<file path="src/pkg/dma_hs_pkg.sv">
// Constants for the disk DMA request handshake block.
// Assumes one 125 MHz clock and a classic Wishbone register slave.
package dma_hs_pkg;
    // -----------------------------------------------------------------
    // Timing
    // -----------------------------------------------------------------
    localparam int CLK_PERIOD_NS = 8;
    localparam int GAP_MIN_NS = 300;
    localparam int GAP_MAX_NS = 400;
    localparam int GAP_MIN_CYC = (GAP_MIN_NS + CLK_PERIOD_NS - 1) / CLK_PERIOD_NS;
    localparam int GAP_MAX_CYC = GAP_MAX_NS / CLK_PERIOD_NS;
    localparam int GAP_CYC = GAP_MIN_CYC;
    localparam int BYTES_PER_PERIOD = 8;
    localparam int SECTOR_BYTES = 512;
    localparam int ICP_COUNT = 16;
    // Byte period in clocks for each data rate: 1M, 500k, 300k, 250k.
    localparam logic [15:0] BYTE_CYC_1M = 16'h03e8;
    localparam logic [15:0] BYTE_CYC_500K = 16'h07d0;
    localparam logic [15:0] BYTE_CYC_300K = 16'h0d05;
    localparam logic [15:0] BYTE_CYC_250K = 16'h0fa0;
    // -----------------------------------------------------------------
    // Registers
    // -----------------------------------------------------------------
    localparam logic [3:0] ADDR_CTRL = 4'h0;
    localparam logic [3:0] ADDR_STATUS = 4'h4;
    localparam logic [3:0] ADDR_CMD = 4'h8;
    localparam int CTRL_DMA_BIT = 0;
    localparam int CTRL_FIFO_BIT = 1;
    localparam int CTRL_BURST_DIS_BIT = 2;
    localparam int CTRL_VERIFY_BIT = 3;
    localparam int CTRL_WRITE_BIT = 4;
    localparam int CTRL_RATE_LSB = 8;
    localparam int CTRL_FIFO_THRESHOLD_LEVEL_LSB = 16;
    localparam logic [31:0] CTRL_RESET = 32'h0000_0000;
    localparam int CMD_START_BIT = 0;
    localparam int CMD_STOP_BIT = 1;
    typedef enum logic [1:0] {
        ST_IDLE = 2'b00,
        ST_REQ = 2'b01,
        ST_GAP = 2'b10,
        ST_WAIT = 2'b11
    } req_state_t;
endpackage

</file>
<file path="src/pkg/pace_if.sv">
// Interface between the request engine and its pacing timer.
// Assumes both ends run on the same clock.
`timescale 1ns/1ns
interface pace_if;
    logic load;
    logic [23:0] count;
    logic done;
    modport engine (output load, output count, input done);
    modport timer (input load, input count, output done);
endinterface

</file>
<file path="src/dma_request_hs.sv">
// Disk controller DMA request and acknowledge handshake with Wishbone registers.
// Assumes host inputs are synchronous levels and a classic Wishbone master.
// What this block does
// Burst or no FIFO: requests start at least eight byte periods apart.
// Non-burst FIFO: request dropped between transfers for 300 to 400 ns.
// Acknowledge active edge withdraws the request.
// Read or write strobe active edge during DMA withdraws the request.
// Strobes count as DMA accesses only while acknowledge is active.
// Terminal count active edge withdraws the request.
// Host finishes each strobe within the service window after a request.
// Host raises terminal count within the same service window.
// Nonzero threshold adds threshold times eight byte periods to timing.
// Host raises terminal count with acknowledge during the final byte.
// Burst-disable bit selects non-burst behaviour only with FIFO enabled.
// Transfer-mode bit selects DMA handshake instead of programmed transfers.
// Configure bits enable the FIFO and load its threshold.
// FIFO defaults to burst; non-burst pulses request during a burst.
// Verify transfers accept acknowledge without read strobe as done.
// Write or format drops request when a sector's last byte arrives.
// Acknowledge, strobes and terminal count are synchronised first.
//
// Added by the designer: the register offsets and the Wishbone interface to the registers.
`timescale 1ns/1ns
module dma_request_hs (
    input wire logic clk,
    input wire logic sys_rst,
    input wire logic [31:0] wb_adr_i,
    input wire logic [31:0] wb_dat_i,
    output logic [31:0] wb_dat_o,
    input wire logic [3:0] wb_sel_i,
    input wire logic wb_we_i,
    input wire logic wb_cyc_i,
    input wire logic wb_stb_i,
    output logic wb_ack_o,
    input wire logic dack_n,
    input wire logic rd_n,
    input wire logic wr_n,
    input wire logic tc,
    output logic drq,
    output logic int_req
);
    import dma_hs_pkg::*;

    // -----------------------------------------------------------------
    // Register bus
    // -----------------------------------------------------------------
    logic [31:0] ctrl_r;
    logic ack_r;
    logic [31:0] rdata_r;
    logic [9:0] byte_cnt_r;
    logic active_r;
    logic tc_seen_r;
    req_state_t state_r;
    req_state_t state_nxt;
    wire bus_req = wb_cyc_i && wb_stb_i && !ack_r;
    wire bus_wr = bus_req && wb_we_i;
    wire sel_ctrl = (wb_adr_i[3:0] == ADDR_CTRL);
    wire sel_status = (wb_adr_i[3:0] == ADDR_STATUS);
    wire sel_cmd = (wb_adr_i[3:0] == ADDR_CMD);
    wire cmd_start = bus_wr && sel_cmd && wb_sel_i[0] && wb_dat_i[CMD_START_BIT];
    wire cmd_stop = bus_wr && sel_cmd && wb_sel_i[0] && wb_dat_i[CMD_STOP_BIT];
    wire [31:0] status_word = {17'h00000, byte_cnt_r, tc_seen_r, drq,
                               state_r, active_r};
    wire [31:0] read_mux = sel_ctrl ? ctrl_r : (sel_status ? status_word : 32'h0000_0000);

    function automatic logic [31:0] merge_bytes(input logic [31:0] old_v,
                                                input logic [31:0] new_v,
                                                input logic [3:0] sel);
        logic [31:0] res;
        res = old_v;
        for (int i = 0; i < 4; i++) begin
            if (sel[i]) begin
                res[i*8 +: 8] = new_v[i*8 +: 8];
            end
        end
        return res;
    endfunction

    // configure write
    always_ff @(posedge clk or posedge sys_rst) begin
        if (sys_rst) begin
            ctrl_r <= CTRL_RESET;
        end else if (bus_wr && sel_ctrl) begin
            ctrl_r <= merge_bytes(ctrl_r, wb_dat_i, wb_sel_i);
        end
    end

    always_ff @(posedge clk or posedge sys_rst) begin
        if (sys_rst) begin
            ack_r <= 1'b0;
            rdata_r <= 32'h0000_0000;
        end else begin
            ack_r <= bus_req;
            rdata_r <= bus_req ? read_mux : rdata_r;
        end
    end
    assign wb_ack_o = ack_r;
    assign wb_dat_o = rdata_r;

    // -----------------------------------------------------------------
    // Configuration decode
    // -----------------------------------------------------------------
    // transfer mode
    wire dma_mode = ctrl_r[CTRL_DMA_BIT];
    // fifo enable
    wire fifo_en = ctrl_r[CTRL_FIFO_BIT];
    wire burst_disable_bit = ctrl_r[CTRL_BURST_DIS_BIT];
    wire verify_op = ctrl_r[CTRL_VERIFY_BIT];
    wire write_op = ctrl_r[CTRL_WRITE_BIT];
    wire [1:0] rate_sel = ctrl_r[CTRL_RATE_LSB +: 2];
    wire [3:0] fifo_threshold_level = ctrl_r[CTRL_FIFO_THRESHOLD_LEVEL_LSB +: 4];
    // non-burst select
    wire non_burst = fifo_en && burst_disable_bit;
    // burst default
    wire burst_mode = fifo_en && !burst_disable_bit;

    // A table keeps the rates free of a divider, at the cost of a fixed set of four.
    function automatic logic [15:0] rate_byte_cycles(input logic [1:0] rate);
        logic [15:0] cyc;
        unique case (rate)
            2'h0: cyc = BYTE_CYC_500K;
            2'h1: cyc = BYTE_CYC_300K;
            2'h2: cyc = BYTE_CYC_250K;
            2'h3: cyc = BYTE_CYC_1M;
        endcase
        return cyc;
    endfunction
    wire [15:0] byte_cyc = rate_byte_cycles(rate_sel);
    // eight byte periods
    // threshold extension
    wire [23:0] unit_cyc = {8'h00, byte_cyc} * 24'(BYTES_PER_PERIOD);
    wire [23:0] period_cyc = unit_cyc + unit_cyc * {20'h00000, fifo_threshold_level};

    // -----------------------------------------------------------------
    // Input synchronisers
    // -----------------------------------------------------------------
    logic [3:0] sync1_r;
    logic [3:0] sync2_r;
    logic [3:0] prev_r;
    // two-stage sync
    always_ff @(posedge clk or posedge sys_rst) begin
        if (sys_rst) begin
            // Reset to the idle pin levels so that no false edge follows reset.
            sync1_r <= 4'h7;
            sync2_r <= 4'h7;
            prev_r <= 4'h7;
        end else begin
            sync1_r <= {tc, wr_n, rd_n, dack_n};
            sync2_r <= sync1_r;
            prev_r <= sync2_r;
        end
    end
    wire dack_act = !sync2_r[0];
    wire dack_edge = !sync2_r[0] && prev_r[0];
    // strobe qualified
    wire rd_edge = dack_act && !sync2_r[1] && prev_r[1];
    wire wr_edge = dack_act && !sync2_r[2] && prev_r[2];
    wire tc_edge = sync2_r[3] && !prev_r[3];
    wire dack_rise = sync2_r[0] && !prev_r[0];
    // verify acknowledge alone
    wire xfer_done = verify_op ? dack_rise : (rd_edge || wr_edge);
    // withdraw
    wire withdraw = dack_edge || rd_edge || wr_edge || tc_edge;

    // -----------------------------------------------------------------
    // Request engine
    // -----------------------------------------------------------------
    pace_if pace ();
    pace_timer u_pace (
        .clk(clk),
        .sys_rst(sys_rst),
        .pace(pace)
    );
    logic [5:0] gap_r;
    wire last_byte = (byte_cnt_r == 10'(SECTOR_BYTES - 1));
    // paced modes
    // Non-burst is spaced only by its short gap, which keeps that gap under its ceiling.
    wire paced = burst_mode || !fifo_en;
    wire pace_ok = !paced || pace.done;
    wire gap_done = (gap_r == 6'(GAP_CYC - 1));

    always_comb begin
        state_nxt = state_r;
        pace.load = 1'b0;
        pace.count = period_cyc;
        unique case (state_r)
            ST_IDLE: begin
                if (active_r && dma_mode && pace_ok) begin
                    state_nxt = ST_REQ;
                    pace.load = 1'b1;
                end
            end
            ST_REQ: begin
                if (withdraw || (verify_op && xfer_done)) begin
                    // non-burst gap
                    state_nxt = non_burst ? ST_GAP : ST_WAIT;
                end
            end
            ST_GAP: begin
                if (gap_done) begin
                    state_nxt = ST_WAIT;
                end
            end
            ST_WAIT: begin
                state_nxt = ST_IDLE;
            end
        endcase
        if (!active_r) begin
            state_nxt = ST_IDLE;
        end
    end

    always_ff @(posedge clk or posedge sys_rst) begin
        if (sys_rst) begin
            state_r <= ST_IDLE;
        end else begin
            state_r <= state_nxt;
        end
    end

    // gap length
    // The counter restarts on every entry, so one counter serves all transfers.
    always_ff @(posedge clk or posedge sys_rst) begin
        if (sys_rst) begin
            gap_r <= 6'h00;
        end else if (state_r == ST_GAP) begin
            gap_r <= gap_r + 6'h01;
        end else begin
            gap_r <= 6'h00;
        end
    end

    // -----------------------------------------------------------------
    // Byte counter and run control
    // -----------------------------------------------------------------
    // Terminal count ends the run before the host lets go of its final byte,
    // so that byte is still owed to the counter until it completes.
    logic tail_r;
    wire count_ok = active_r || tail_r;
    always_ff @(posedge clk or posedge sys_rst) begin
        if (sys_rst) begin
            tail_r <= 1'b0;
        end else if (tc_edge && !xfer_done) begin
            tail_r <= 1'b1;
        end else if (xfer_done || cmd_start) begin
            tail_r <= 1'b0;
        end
    end

    // sector byte counter
    always_ff @(posedge clk or posedge sys_rst) begin
        if (sys_rst) begin
            byte_cnt_r <= 10'h000;
        end else if (cmd_start) begin
            byte_cnt_r <= 10'h000;
        end else if (xfer_done && count_ok) begin
            byte_cnt_r <= last_byte ? 10'h000 : byte_cnt_r + 10'h001;
        end
    end

    // last byte ends write
    // Terminal count or the sector's last byte on a write ends the run.
    wire run_end = tc_edge || (write_op && xfer_done && last_byte);
    always_ff @(posedge clk or posedge sys_rst) begin
        if (sys_rst) begin
            active_r <= 1'b0;
        end else if (cmd_start) begin
            active_r <= 1'b1;
        end else if (run_end || cmd_stop) begin
            active_r <= 1'b0;
        end
    end

    // Set wins over the clear from a new start.
    always_ff @(posedge clk or posedge sys_rst) begin
        if (sys_rst) begin
            tc_seen_r <= 1'b0;
        end else if (tc_edge) begin
            tc_seen_r <= 1'b1;
        end else if (cmd_start) begin
            tc_seen_r <= 1'b0;
        end
    end

    // -----------------------------------------------------------------
    // Request outputs
    // -----------------------------------------------------------------
    // Programmed mode signals via interrupt rather than the DMA request.
    wire req_level = (state_r == ST_REQ);
    wire drq_nxt = (state_nxt == ST_REQ) && dma_mode;
    wire int_req_nxt = active_r && !dma_mode && !req_level;
    always_ff @(posedge clk or posedge sys_rst) begin
        if (sys_rst) begin
            drq <= 1'b0;
            int_req <= 1'b0;
        end else begin
            drq <= drq_nxt;
            int_req <= int_req_nxt;
        end
    end
endmodule

</file>
<file path="src/pace_timer.sv">
// Down counter that paces request assertions.
// Assumes load is a one-cycle pulse from the engine.
`timescale 1ns/1ns
module pace_timer (
    input wire logic clk,
    input wire logic sys_rst,
    pace_if.timer pace
);
    logic [23:0] cnt_r;
    assign pace.done = (cnt_r == 24'h000000);
    always_ff @(posedge clk or posedge sys_rst) begin
        if (sys_rst) begin
            cnt_r <= 24'h000000;
        end else if (pace.load) begin
            cnt_r <= pace.count;
        end else if (cnt_r != 24'h000000) begin
            cnt_r <= cnt_r - 24'h000001;
        end
    end
endmodule

</file>
<file path="config.mk">
export PLATFORM = sky130hd
export DESIGN_NAME = dma_request_hs
export DESIGN_NICKNAME = d
export VERILOG_FILES = /design/src/pkg/dma_hs_pkg.sv /design/src/pkg/pace_if.sv /design/src/dma_request_hs.sv /design/src/pace_timer.sv
export SDC_FILE = /design/constraint.sdc
export NUM_CORES = 1
export LEC_CHECK = 0
export BUFFER_PORTS_ARGS = -buffer_cell sky130_fd_sc_hd__buf_2
export CORE_MARGIN = 2
export CORE_UTILIZATION = 55
export CTS_CLUSTER_SIZE = 20
export DETAILED_ROUTE_END_ITERATION = 12
export MAX_ROUTING_LAYER = met4
export PLACE_DENSITY = 0.74
export SLEW_MARGIN = 20
export SYNTH_ARGS = -nofsm -noshare
export SYNTH_HDL_FRONTEND = slang
export SYNTH_HIERARCHICAL = 1
export SYNTH_SLANG_ARGS = --single-unit
</file>
<file path="constraint.sdc">
create_clock -name clk -period 11 [get_ports clk]
set_input_delay 1.1 -clock clk [delete_from_list [all_inputs] [get_ports clk]]
set_output_delay 1.1 -clock clk [all_outputs]
set_load 0.01 [all_outputs]
</file>
# After elaboration in Yosys (flattened, before gate mapping)
# Cells that the tools add are included.
# word_totals
register_bits,124
inputBits,77
out_inout_bits,35
# classes
addsub,4
mul,1
eq_ne,11
n_mux,24
n_reduce_logical,64
# op_table
op,count
16-bit one-hot mux with 4 select lines,1
24-bit two-way mux,2
32-bit two-way mux,1
10-bit two-way mux,3
1-bit logical AND,27
19-bit by 23-bit adder with 24-bit output,1
24-bit logical NOT,1
24-bit nonzero test,1
24-bit by 1-bit subtractor with 24-bit output (second input constant),1
16-bit by 4-bit multiplier with 20-bit output,1
15-bit two-way mux,1
1-bit logical NOT,12
1-bit logical OR,11
10-bit by 1-bit adder with 10-bit output (second input constant),1
10-bit by 9-bit == test with 1-bit output (second input constant),1
1-bit two-way mux,10
2-bit nonzero test,5
2-bit == test (second input constant),4
2-bit two-way mux,4
2-bit one-hot mux with 4 select lines,1
2-bit AND reduction,4
6-bit by 1-bit adder with 6-bit output (second input constant),1
2-bit by 1-bit == test with 1-bit output (second input constant),3
6-bit == test (second input constant),1
other kinds (5),6

# Depth between registers and ports, before layout
# Gate-level depths: netlist (run 1).
# logic_depth
word_depth,12
depth_mapped,24

# Cells and area by module
# The synthesis (run 1) kept the hierarchy.
# modules_own_cells
mod,n_inst,cells_each,area_per_inst_um2,seq_area_each_um2
dma_request_hs,1,601,6045.8,2513.7
pace_timer,1,178,1581.5,600.6

# Worst setup path after synthesis (run 1)
# OpenSTA, ideal clock, no wires.
# synth_path
path_kind,reg2reg
from,reg ctrl_r[9]
to,reg u_pace.cnt_r[19]
setup_ps,142
arrival_time_ps,4333
required_time_ps,10858
path_slack_ps,6525
stages_incl_launch_ff,22
period_less_slack_ps,4475
path_cell_list,dfrtp_1 inv_1 ha_1 and2_1 fa_1 inv_1 fa_1 inv_1 ha_1 buf_2 nor2_1 o21ai_0 o21a_4 xor2_1 ha_1 a21o_1 a21oi_1 o21ai_1 a221oi_1 nor2_1 nor2_1 a211oi_1
# synth_between
elab_chain_cells,5
# synth_rtl
item,line,text
"start, declared",dma_request_hs.sv:47,logic [31:0] ctrl_r;
"start signal, assigned",dma_request_hs.sv:84,"ctrl_r <= merge_bytes(ctrl_r, wb_dat_i, wb_sel_i);"
"2-bit == test, or another cell as far along",dma_request_hs.sv:120,unique case (rate)
16-bit one-hot mux with 4 select lines (*),dma_request_hs.sv:120,
16-bit by 4-bit multiplier with 20-bit output,dma_request_hs.sv:132,"wire [23:0] period_cyc = unit_cyc + unit_cyc * {20'h00000, fifo_threshold_level};"
19-bit by 23-bit adder with 24-bit output (*),dma_request_hs.sv:132,
named net pace.count[19],pace_if.sv:6,logic [23:0] count;
24-bit two-way mux (*),pace_timer.sv:14,end else if (pace.load) begin
"end signal, assigned",pace_timer.sv:15,cnt_r <= pace.count;
"end signal, assigned",pace_timer.sv:17,cnt_r <= cnt_r - 24'h000001;
"end, declared",pace_timer.sv:9,logic [23:0] cnt_r;
# The timed path passes the listed nets; every way through them passes the cells marked *. The select of a mux whose other input is x is not followed.
# A chain may end at the register's enable or synchronous reset.

# Final worst setup path (run 1)
# Same ends and word-level chain as after synthesis.

==> results.yml, run 1 <==
global_route:
  grt.busiest_layer: "met2"
  grt_pass1_wl_um: 29600
  grt_use_met2_pct: 39.9
  grt_pass1_vias: 6194
  grt_antenna_before_repair: 0
  met1_usage_pct: 34.2
  grt.overflow.total: 0
  grt.total_usage_pct: 25.9
  grt_max_degree: 87
  met3_usage_pct: 4.63
clock_tree:
  clockBufferDepth: 2
  cts_root_buf: "clkbuf_16"
  cts_tree: "built"
  cts_hold_repair.buffers: 0
  clock_sinks: 124
  clk_pin_slew_ns: 0.06
  htreeDepth: 4
  clk_latency_ns: 0.42
  post-cts-setup-buffer-count: 0
  cts-resized-gates: 0
  cts_buffers: 17
logic_synthesis:
  synth_warnings: 6
  synth.cell_area_um2: 7630
  async_flop_share_pct: 100
  syn_avg_cell_area_um2: 9.79
  seq_area_frac_synth_pct: 40.8
  postSynthCellCount: 779
  synth_edf_count: 0
  ys_types: 81
  synthFlopType: "dfrtp_1"
  synth-seq-cells: 124
worst_setup_path:
  r2r_slack_ns: 5.85
  worst-path-max-fanout: 9
  cp.arrival_ns: 5.42
  end_kind: "register"
  required_ns: 11.27
  start_kind: "register"
  critPathKind: "reg2reg"
die:
  die_area_um2: 14800
  die_h_um: 122
  io_pins: 112
  start_util_pct: 55.6
  core-area_um2: 13700
  rows: 43
  die_x_um: 122
detailed_routing:
  first_pass_iters: 6
  drc: 0
  vias_per_cell: 5.80
  ant_nets: 0
  wl_per_cell_um: 16.5
  drt_iter0_drc: 381
  routed_wl_um: 17500
  vias: 6143
layout:
  drive_gt1_share_pct: 21.8
  final_nets: 1001
  nFillCells: 1110
  final_util_pct: 64.6
  final_area_um2: 8860
  antenna_cells: 0
  layout_commonest_cell: "dfrtp_1"
  final_cell_mix: "dfrtp_1 (115), buf_2 (83), nor2_1 (82)"
  area_growth_pct: 16.1
  stdcell_count: 1059
placed_design:
  hpwl_um: 12300
  place_inst: 1027
  gp_congestion: 0.882
  portBuffers: 83
  place_ws_ns: 5.88
  placed_cell_area_um2: 8240
hold_path:
  min_path_type: "reg2reg"
power_and_ir_drop:
  switching_power_mw: 0.446
  seq_power_share_pct: 39.3
  peakVddDrop_mv: 0.129
  power_density_nw_per_um2: 164
  sw_frac_of_total_pct: 30.7
  internal-power_mw: 1.01
  leakagePower_nw: 4.28
  share_comb_of_total_power_pct: 21.0
  pwr-share-clk_pct: 39.6
run_status:
  outcome: "finished clean"
sta:
  final.setup.tns_ns: 0
  skew_ns: 0.00591
  maxSlewViolCount: 0
  hold_viol_final: 0
  fin_crit_sh_pct: 46.8
  worst_pin_slew_ns: 0.960
  fin_crit_ns: 5.15
  slew_headroom_pct: 35.9
  worst_slack_ns: 5.85
  fmax_ghz: 0.194
  final-setup-viol-count: 0
  rsz0062_at_grt: "no"
flow_run:
  drv_cap: 0
[flip-flops by register name, summed over array words and instances (netlist names)]
register      count
wb_ack_o          1
state_r           2
sync2_r           4
int_req           1
sync1_r           4
gap_r             6
drq               1
ctrl_r           32
prev_r            4
tc_seen_r         1
byte_cnt_r       10
u_pace/cnt_r     24
wb_dat_o         32
active_r          1
tail_r            1
[cell usage after synthesis (19+ instances only)]
library cell | count | area, um^2
nand3_1 | 26 | 130
xnor2_1 | 20 | 175
dfrtp_1 | 115 | 2880
nand2_1 | 77 | 289
nor2_1 | 82 | 308
o21ai_0 | 19 | 95.1
a21oi_1 | 26 | 130
ha_1 | 42 | 526
and2_1 | 19 | 119
inv_1 | 52 | 195
nor3_1 | 21 | 105
clkbuf_1 | 21 | 78.8
mux2_2 | 31 | 349
[per-layer routing]
layer / up-vias / wire length [um]
met5: - / 0
met4: 0 / 485
met3: 39 / 774
met2: 191 / 8410
met1: 2987 / 7800
li1: 2926 / -
[kinds of logic after synthesis]
kind of cell | count (synthesis) | share of synthesized area (%)
AOI/OAI and AO/OA | 140 | 13.7
xor gates and xnor gates | 34 | 3.90
adders and majority gates | 58 | 11.1
buffers and inverters | 78 | 3.92
DFF | 124 | 40.8
muxes | 33 | 4.86
other | 1 | 0.0492
and+or+nand+nor | 311 | 21.6
[critical path, stage by stage, from the launching register on]
cell	delay, ns
dfrtp_1	0.50
inv_1	0.15
ha_1	0.29
and2_1	0.23
xnor2_1	0.15
ha_1	0.28
inv_1	0.05
fa_1	0.54
inv_1	0.05
ha_1	0.35
a21oi_1	0.23
nor2b_1	0.07
nor2_1	0.12
xnor2_1	0.08
ha_1	0.24
or4_1	0.52
o22ai_1	0.25
nor2b_1	0.18
o21ai_1	0.13
a221oi_1	0.28
nor2_1	0.11
nor2_1	0.10
a211oi_1	0.06
[final cells by class]
| type | instances | area (um^2) | area share (%) |
|---|---|---|---|
| inverter | 53 | 201 | 2.27 |
| multi-input combinational | 583 | 4260 | 48.1 |
| clock inverter | 12 | 164 | 1.85 |
| timing repair buffer | 87 | 449 | 5.07 |
| clock buffer | 20 | 447 | 5.04 |
| tap | 180 | 225 | 2.54 |
| sequential | 124 | 3110 | 35.2 |
[per-stage QoR]
stage	hold slack [ns]	power, mW
final	0.353	1.45
after global routing	0.362	1.53
after CTS	0.354	1.46
after detailed placement	0.335	0.881
after global placement	0.332	0.864
after floorplan	0.331	0.800
[final timing paths]
kind	to	start	cells past startpoint
worst max-delay path	u_pace/cnt_r[19]	ctrl_r[9]	22
worst min-delay path	sync2_r[3]	sync1_r[3]	0
worst max register to register	u_pace/cnt_r[19]	ctrl_r[9]	22
worst min register to register	sync2_r[3]	sync1_r[3]	0
max in group asynchronous	ctrl_r[11]	sys_rst	3
min in group asynchronous	wb_dat_o[26]	sys_rst	2
[power groups by stage]
stage | logic (mW) | registers (mW) | clock network [mW]
final | 0.306 | 0.572 | 0.576
after global routing | 0.342 | 0.581 | 0.602
after CTS | 0.306 | 0.570 | 0.582
after detailed placement | 0.304 | 0.577 | 0
after global placement | 0.290 | 0.574 | 0
after floorplan | 0.235 | 0.566 | 0
No activity file was read; power rests on OpenSTA's default activity.
==> run 2, diff against run 1 <==
Settings changed: CORE_UTILIZATION 55 to 52.
Clock period 11 ns to 4.2 ns, I/O delays scaled along.
==> run 2 against run 1 <==
Compared with the run above:
- the flow now finishes with violations (setup timing)
- first-iteration DRC count decreased by 5.0%
- die area increased by 5.6%
- clock power increased to 2.5 times the previous value
- clock-buffer cell count decreased by 3
- register-to-register slack got worse by 6.0 ns
- clock skew increased by 0.0044 ns
- maximum frequency increased by 19%
- via count increased by 3.7%
- final cell count increased by 7.9%
- sequential cell count unchanged
- critical endpoint unchanged
- highest routed layer unchanged
==> results.yml, run 2 (synthesized netlist as in run 1, its figures left out) <==
run_status:
  outcome: "finished with violations"
  violations: "setup timing"
layout:
  final_nets: 1081
  drive_gt1_share_pct: 34.6
  seqCellArea_um2: 3120
  area_growth_pct: 28.9
  layout_commonest_cell: "dfrtp_1"
  final_cell_mix: "dfrtp_1 (113), buf_2 (83), nor2_1 (81)"
  antenna_cells: 0
  nFillCells: 1100
  final_util_pct: 68.2
  multi_input_area_um2: 4610
  stdcell_count: 1143
die:
  io_pins: 112
  start_util_pct: 52.9
  die_area_um2: 15700
  die_x_um: 125
  rows: 44
  core-area_um2: 14400
  die_h_um: 125
worst_setup_path:
  r2r_slack_ns: -0.12
  start_kind: "register"
  timing.rr.start: "ctrl_r[8]"
  worst-path-max-fanout: 5
  r2r_end: "u_pace/cnt_r[19]"
  worstRegToRegCells: 20
  required_ns: 4.48
  cp.arrival_ns: 4.59
  critPathKind: "reg2reg"
  end_kind: "register"
global_route:
  grt_pass1_wl_um: 30900
  grt_pass1_vias: 6550
  grt_antenna_before_repair: 0
  grt.total_usage_pct: 24.7
  grt_max_degree: 64
  grt.overflow.total: 0
sta:
  worst_slack_ns: -0.116
  skew_ns: 0.0103
  maxSlewViolCount: 0
  rsz0062_at_grt: "yes"
  fin_crit_ns: 4.32
  final-setup-viol-count: 6
  hold_viol_final: 0
  fin_crit_sh_pct: 103
  fmax_ghz: 0.232
  slew_headroom_pct: 34.0
  worst_pin_slew_ns: 0.989
detailed_routing:
  ant_nets: 0
  first_pass_iters: 5
  vias: 6369
  drt_iter0_drc: 362
  wl_per_cell_um: 15.8
  vias_per_cell: 5.57
  routed_wl_um: 18100
  drc: 0
hold_path:
  hp-start: "wr_n"
  min_path_cells: 1
  holdPathEnd: "sync1_r[2]"
  min_path_type: "in2reg"
clock_tree:
  clk_pin_slew_ns: 0.07
  cts_tree: "built"
  clockBufferDepth: 2
  cts_hold_repair.buffers: 0
  cts_root_buf: "clkbuf_16"
  clock_sinks: 124
  htreeDepth: 4
  clk_latency_ns: 0.42
  cts_buffers: 17
flow_run:
  drv_cap: 0
placed_design:
  gp_congestion: 0.809
  place_inst: 1095
  portBuffers: 83
  hpwl_um: 12600
power_and_ir_drop:
  fin_total_pwr_mw: 4.08
  peakVddDrop_mv: 0.314
  power_density_nw_per_um2: 415
  leakagePower_nw: 4.74
[run 2: what timing repair did]
action	4_1_cts	5_1_grt
pin swaps	23	21
buffers inserted	3	13
hold endpoints to repair	0	0
resized for setup	27	26
endpoints found under the setup margin	7	9
[run 2: cell type report]
class | instances | share of cell area (%)
clock inverter | 15 | 1.77
sequential | 124 | 31.7
timing repair buffer | 167 | 10.9
clock buffer | 17 | 4.33
tap | 184 | 2.34
multi-input combinational | 583 | 46.9
inverter | 53 | 2.07
[run 2: how the worst max path moves through the flow]
stage	slack (ns)	end	cells past startpoint	from
floorplan	-0.04	u_pace/cnt_r[19]	20	ctrl_r[9]
global placement	-0.16	u_pace/cnt_r[19]	19	ctrl_r[8]
detailed placement	-0.24	u_pace/cnt_r[19]	22	ctrl_r[9]
CTS	-0.10	u_pace/cnt_r[18]	21	ctrl_r[9]
global route	-0.34	u_pace/cnt_r[17]	22	ctrl_r[9]
finish	-0.12	u_pace/cnt_r[19]	20	ctrl_r[8]
[run 2: where the power goes]
group / internal (mW) / switching, mW
Combinational: 0.576 / 0.549
Sequential: 1.33 / 0.169
Clock: 0.847 / 0.615
Total: 2.75 / 1.33
[run 2: critical path, cell delays in order (launching register included)]
cell	delay (ns)
dfrtp_2	0.46
inv_2	0.08
ha_4	0.16
and2_4	0.15
fa_1	0.50
inv_1	0.05
fa_1	0.49
inv_2	0.05
ha_4	0.28
nor2b_4	0.14
nor2_2	0.04
xnor2_1	0.12
ha_2	0.17
or4_4	0.54
o22ai_4	0.13
nor2b_4	0.20
o21ai_4	0.09
a221oi_2	0.26
nor2_1	0.09
nor2_1	0.12
a211oi_2	0.06
[run 2: per-stage QoR]
| stage | cell area (um^2) | setup WS, ns | TNS (ns) | hold slack [ns] |
|---|---|---|---|---|
| after floorplan | 7770 | -0.0359 | -0.0359 | 0.331 |
| after global placement | 8850 | -0.156 | -0.434 | 0.332 |
| after detailed placement | 8850 | -0.237 | -0.963 | 0.342 |
| after CTS | 9610 | -0.102 | -0.359 | 0.0785 |
| after global routing | 9830 | -0.338 | -2.26 | 0.0806 |
| final | 9830 | -0.116 | -0.500 | 0.0959 |
[run 2: per-layer routing]
metal	wire length (um)	track usage [%]	vias up
met3	682	4.24	27
met2	8960	40.8	141
met4	278	6.73	0
met5	0	-	-
li1	-	-	3099
met1	8170	31.6	3102
==> run 3, diff against run 2 <==
Settings changed: HOLD_SLACK_MARGIN set to 0.15.
==> run 3 against run 2 <==
Compared with the run above:
- the flow still finishes with violations (setup timing)
- maximum frequency down 0.12%
- non-clock buffer count grew 4
- setup slack got worse by 0.0053 ns
- cell area up 0.41%
- core utilization up 0.28 points
- die area unchanged
- sequential share of layout area shrank 0.13 points
- first-iteration DRC count increased by 3.6%
- wire length barely moved
- combinational power is essentially flat
- clock-buffer cell count is the same
- critical path type unchanged
- largest cell class unchanged
==> results.yml, run 3 (synthesized netlist as in run 1, its figures left out) <==
detailed_routing:
  wl_per_cell_um: 15.8
  routed_wl_um: 18100
  vias_per_cell: 5.58
  vias: 6398
  drc: 0
  drt_iter0_drc: 375
  first_pass_iters: 6
  ant_nets: 0
worst_setup_path:
  worst-path-max-fanout: 5
  critPathKind: "reg2reg"
  cp_slowest_cell: "or4_4"
  worst-path-buf-inv: 3
  end_kind: "register"
  max_stage_delay_ns: 0.54
  worstSetupPathDepth: 20
  path_delay_family: "adder cells"
  cp.arrival_ns: 4.60
  required_ns: 4.48
  start_kind: "register"
  worstRegToRegCells: 20
  cp_cell_sequence: "inv_2 > ha_4 > and2_4 > fa_1 > inv_1 > fa_1 > inv_2 > ha_4 > nor2b_4 > nor2_2 > xnor2_1 > ha_2 > or4_4 > o22ai_4 > nor2b_4 > o21ai_4 > a221oi_2 > nor2_1 > nor2_1 > a211oi_2"
clock_tree:
  cts_root_buf: "clkbuf_16"
  clk_pin_slew_ns: 0.07
  htreeDepth: 4
  clock_sinks: 124
  cts_tree: "built"
  clockBufferDepth: 2
  clk_latency_ns: 0.42
  cts_buffers: 17
sta:
  fin_crit_ns: 4.32
  hold_viol_final: 0
  slew_headroom_pct: 33.3
  worst_slack_ns: -0.121
  skew_ns: 0.00725
  fin_crit_sh_pct: 103
  final-setup-viol-count: 6
  final.setup.tns_ns: -0.527
  worst_pin_slew_ns: 0.999
  fmax_ghz: 0.231
  rsz0062_at_grt: "yes"
  maxSlewViolCount: 0
placed_design:
  hpwl_um: 12600
  place_ws_ns: -0.237
  gp_congestion: 0.809
  portBuffers: 83
  place_inst: 1095
global_route:
  grt_max_degree: 64
  grt_pass1_wl_um: 31000
  grt_antenna_before_repair: 0
  grt.total_usage_pct: 24.7
  grt_pass1_vias: 6567
  grt.overflow.total: 0
flow_run:
  drv_cap: 0
layout:
  final_cell_mix: "dfrtp_1 (113), buf_2 (83), nor2_1 (81)"
  nFillCells: 1091
  final_nets: 1085
  stdcell_count: 1147
  layout_commonest_cell: "dfrtp_1"
  area_growth_pct: 29.5
  antenna_cells: 0
  drive_gt1_share_pct: 34.5
die:
  core-area_um2: 14400
  rows: 44
  die_x_um: 125
  io_pins: 112
  start_util_pct: 52.9
  die_h_um: 125
  die_area_um2: 15700
power_and_ir_drop:
  peakVddDrop_mv: 0.313
  leakagePower_nw: 4.75
  power_density_nw_per_um2: 414
run_status:
  violations: "setup timing"
  outcome: "finished with violations"
hold_path:
  min_path_type: "in2async"
-- run 3: changes by cell type in the layout (fill, tap and decap cells not counted) --
cell and delta:
dlygate4sd3_1 +4
-- run 3: final cells by class --
class                      instances  area, um^2  area share, %
clock inverter                    15         174           1.76
timing repair buffer             171        1110           11.3
inverter                          53         204           2.07
clock buffer                      17         425           4.31
sequential                       124        3120           31.6
multi-input combinational        583        4610           46.7
tap                              184         230           2.33
-- run 3: layer usage --
layer | vias to the layer above | global-route usage [%] | part of all wire [%]
met1 | 3126 | 31.7 | 46
met3 | 29 | 4.24 | 3.1
met4 | 0 | 6.73 | 1.5
li1 | 3109 | - | -
met5 | - | - | 0
met2 | 134 | 40.9 | 49
-- run 3: report_power, final --
part	internal, mW	switching (mW)
Clock	0.847	0.614
Sequential	1.33	0.168
Combinational	0.578	0.550
Total	2.75	1.33
-- run 3: path summary, 6_finish.rpt --
kind                              from          endpoint  slack (ns)
setup / recovery             ctrl_r[8]  u_pace/cnt_r[19]       -0.12
hold / removal                 sys_rst      wb_dat_o[26]        0.14
setup reg to reg             ctrl_r[8]  u_pace/cnt_r[19]       -0.12
hold reg to reg             sync1_r[2]        sync2_r[2]        0.36
max in group asynchronous      sys_rst        sync2_r[1]        3.09
min in group clk           wb_dat_i[4]         ctrl_r[4]        0.22
-- run 3: timing repair --
action / 4_1_cts / 5_1_grt
endpoints found under the hold margin: 4 / 0
hold buffers: 4 / 0
pin swaps: 23 / 21
gates resized for setup: 27 / 26
endpoints found under the setup margin: 7 / 9
buffers inserted: 3 / 13
-- run 3: through the flow --
step	cell area, um^2	power (mW)	util (%)	hold slack (ns)
6_report	9870	4.09	68.5	0.136
5_1_grt	9870	4.31	68.5	0.203
4_1_cts	9650	3.99	66.9	0.165
3_5_place_dp	8850	2.45	61.3	0.342
3_3_place_gp	8850	2.42	61.3	0.332
2_1_floorplan	7770	2.13	-	0.331
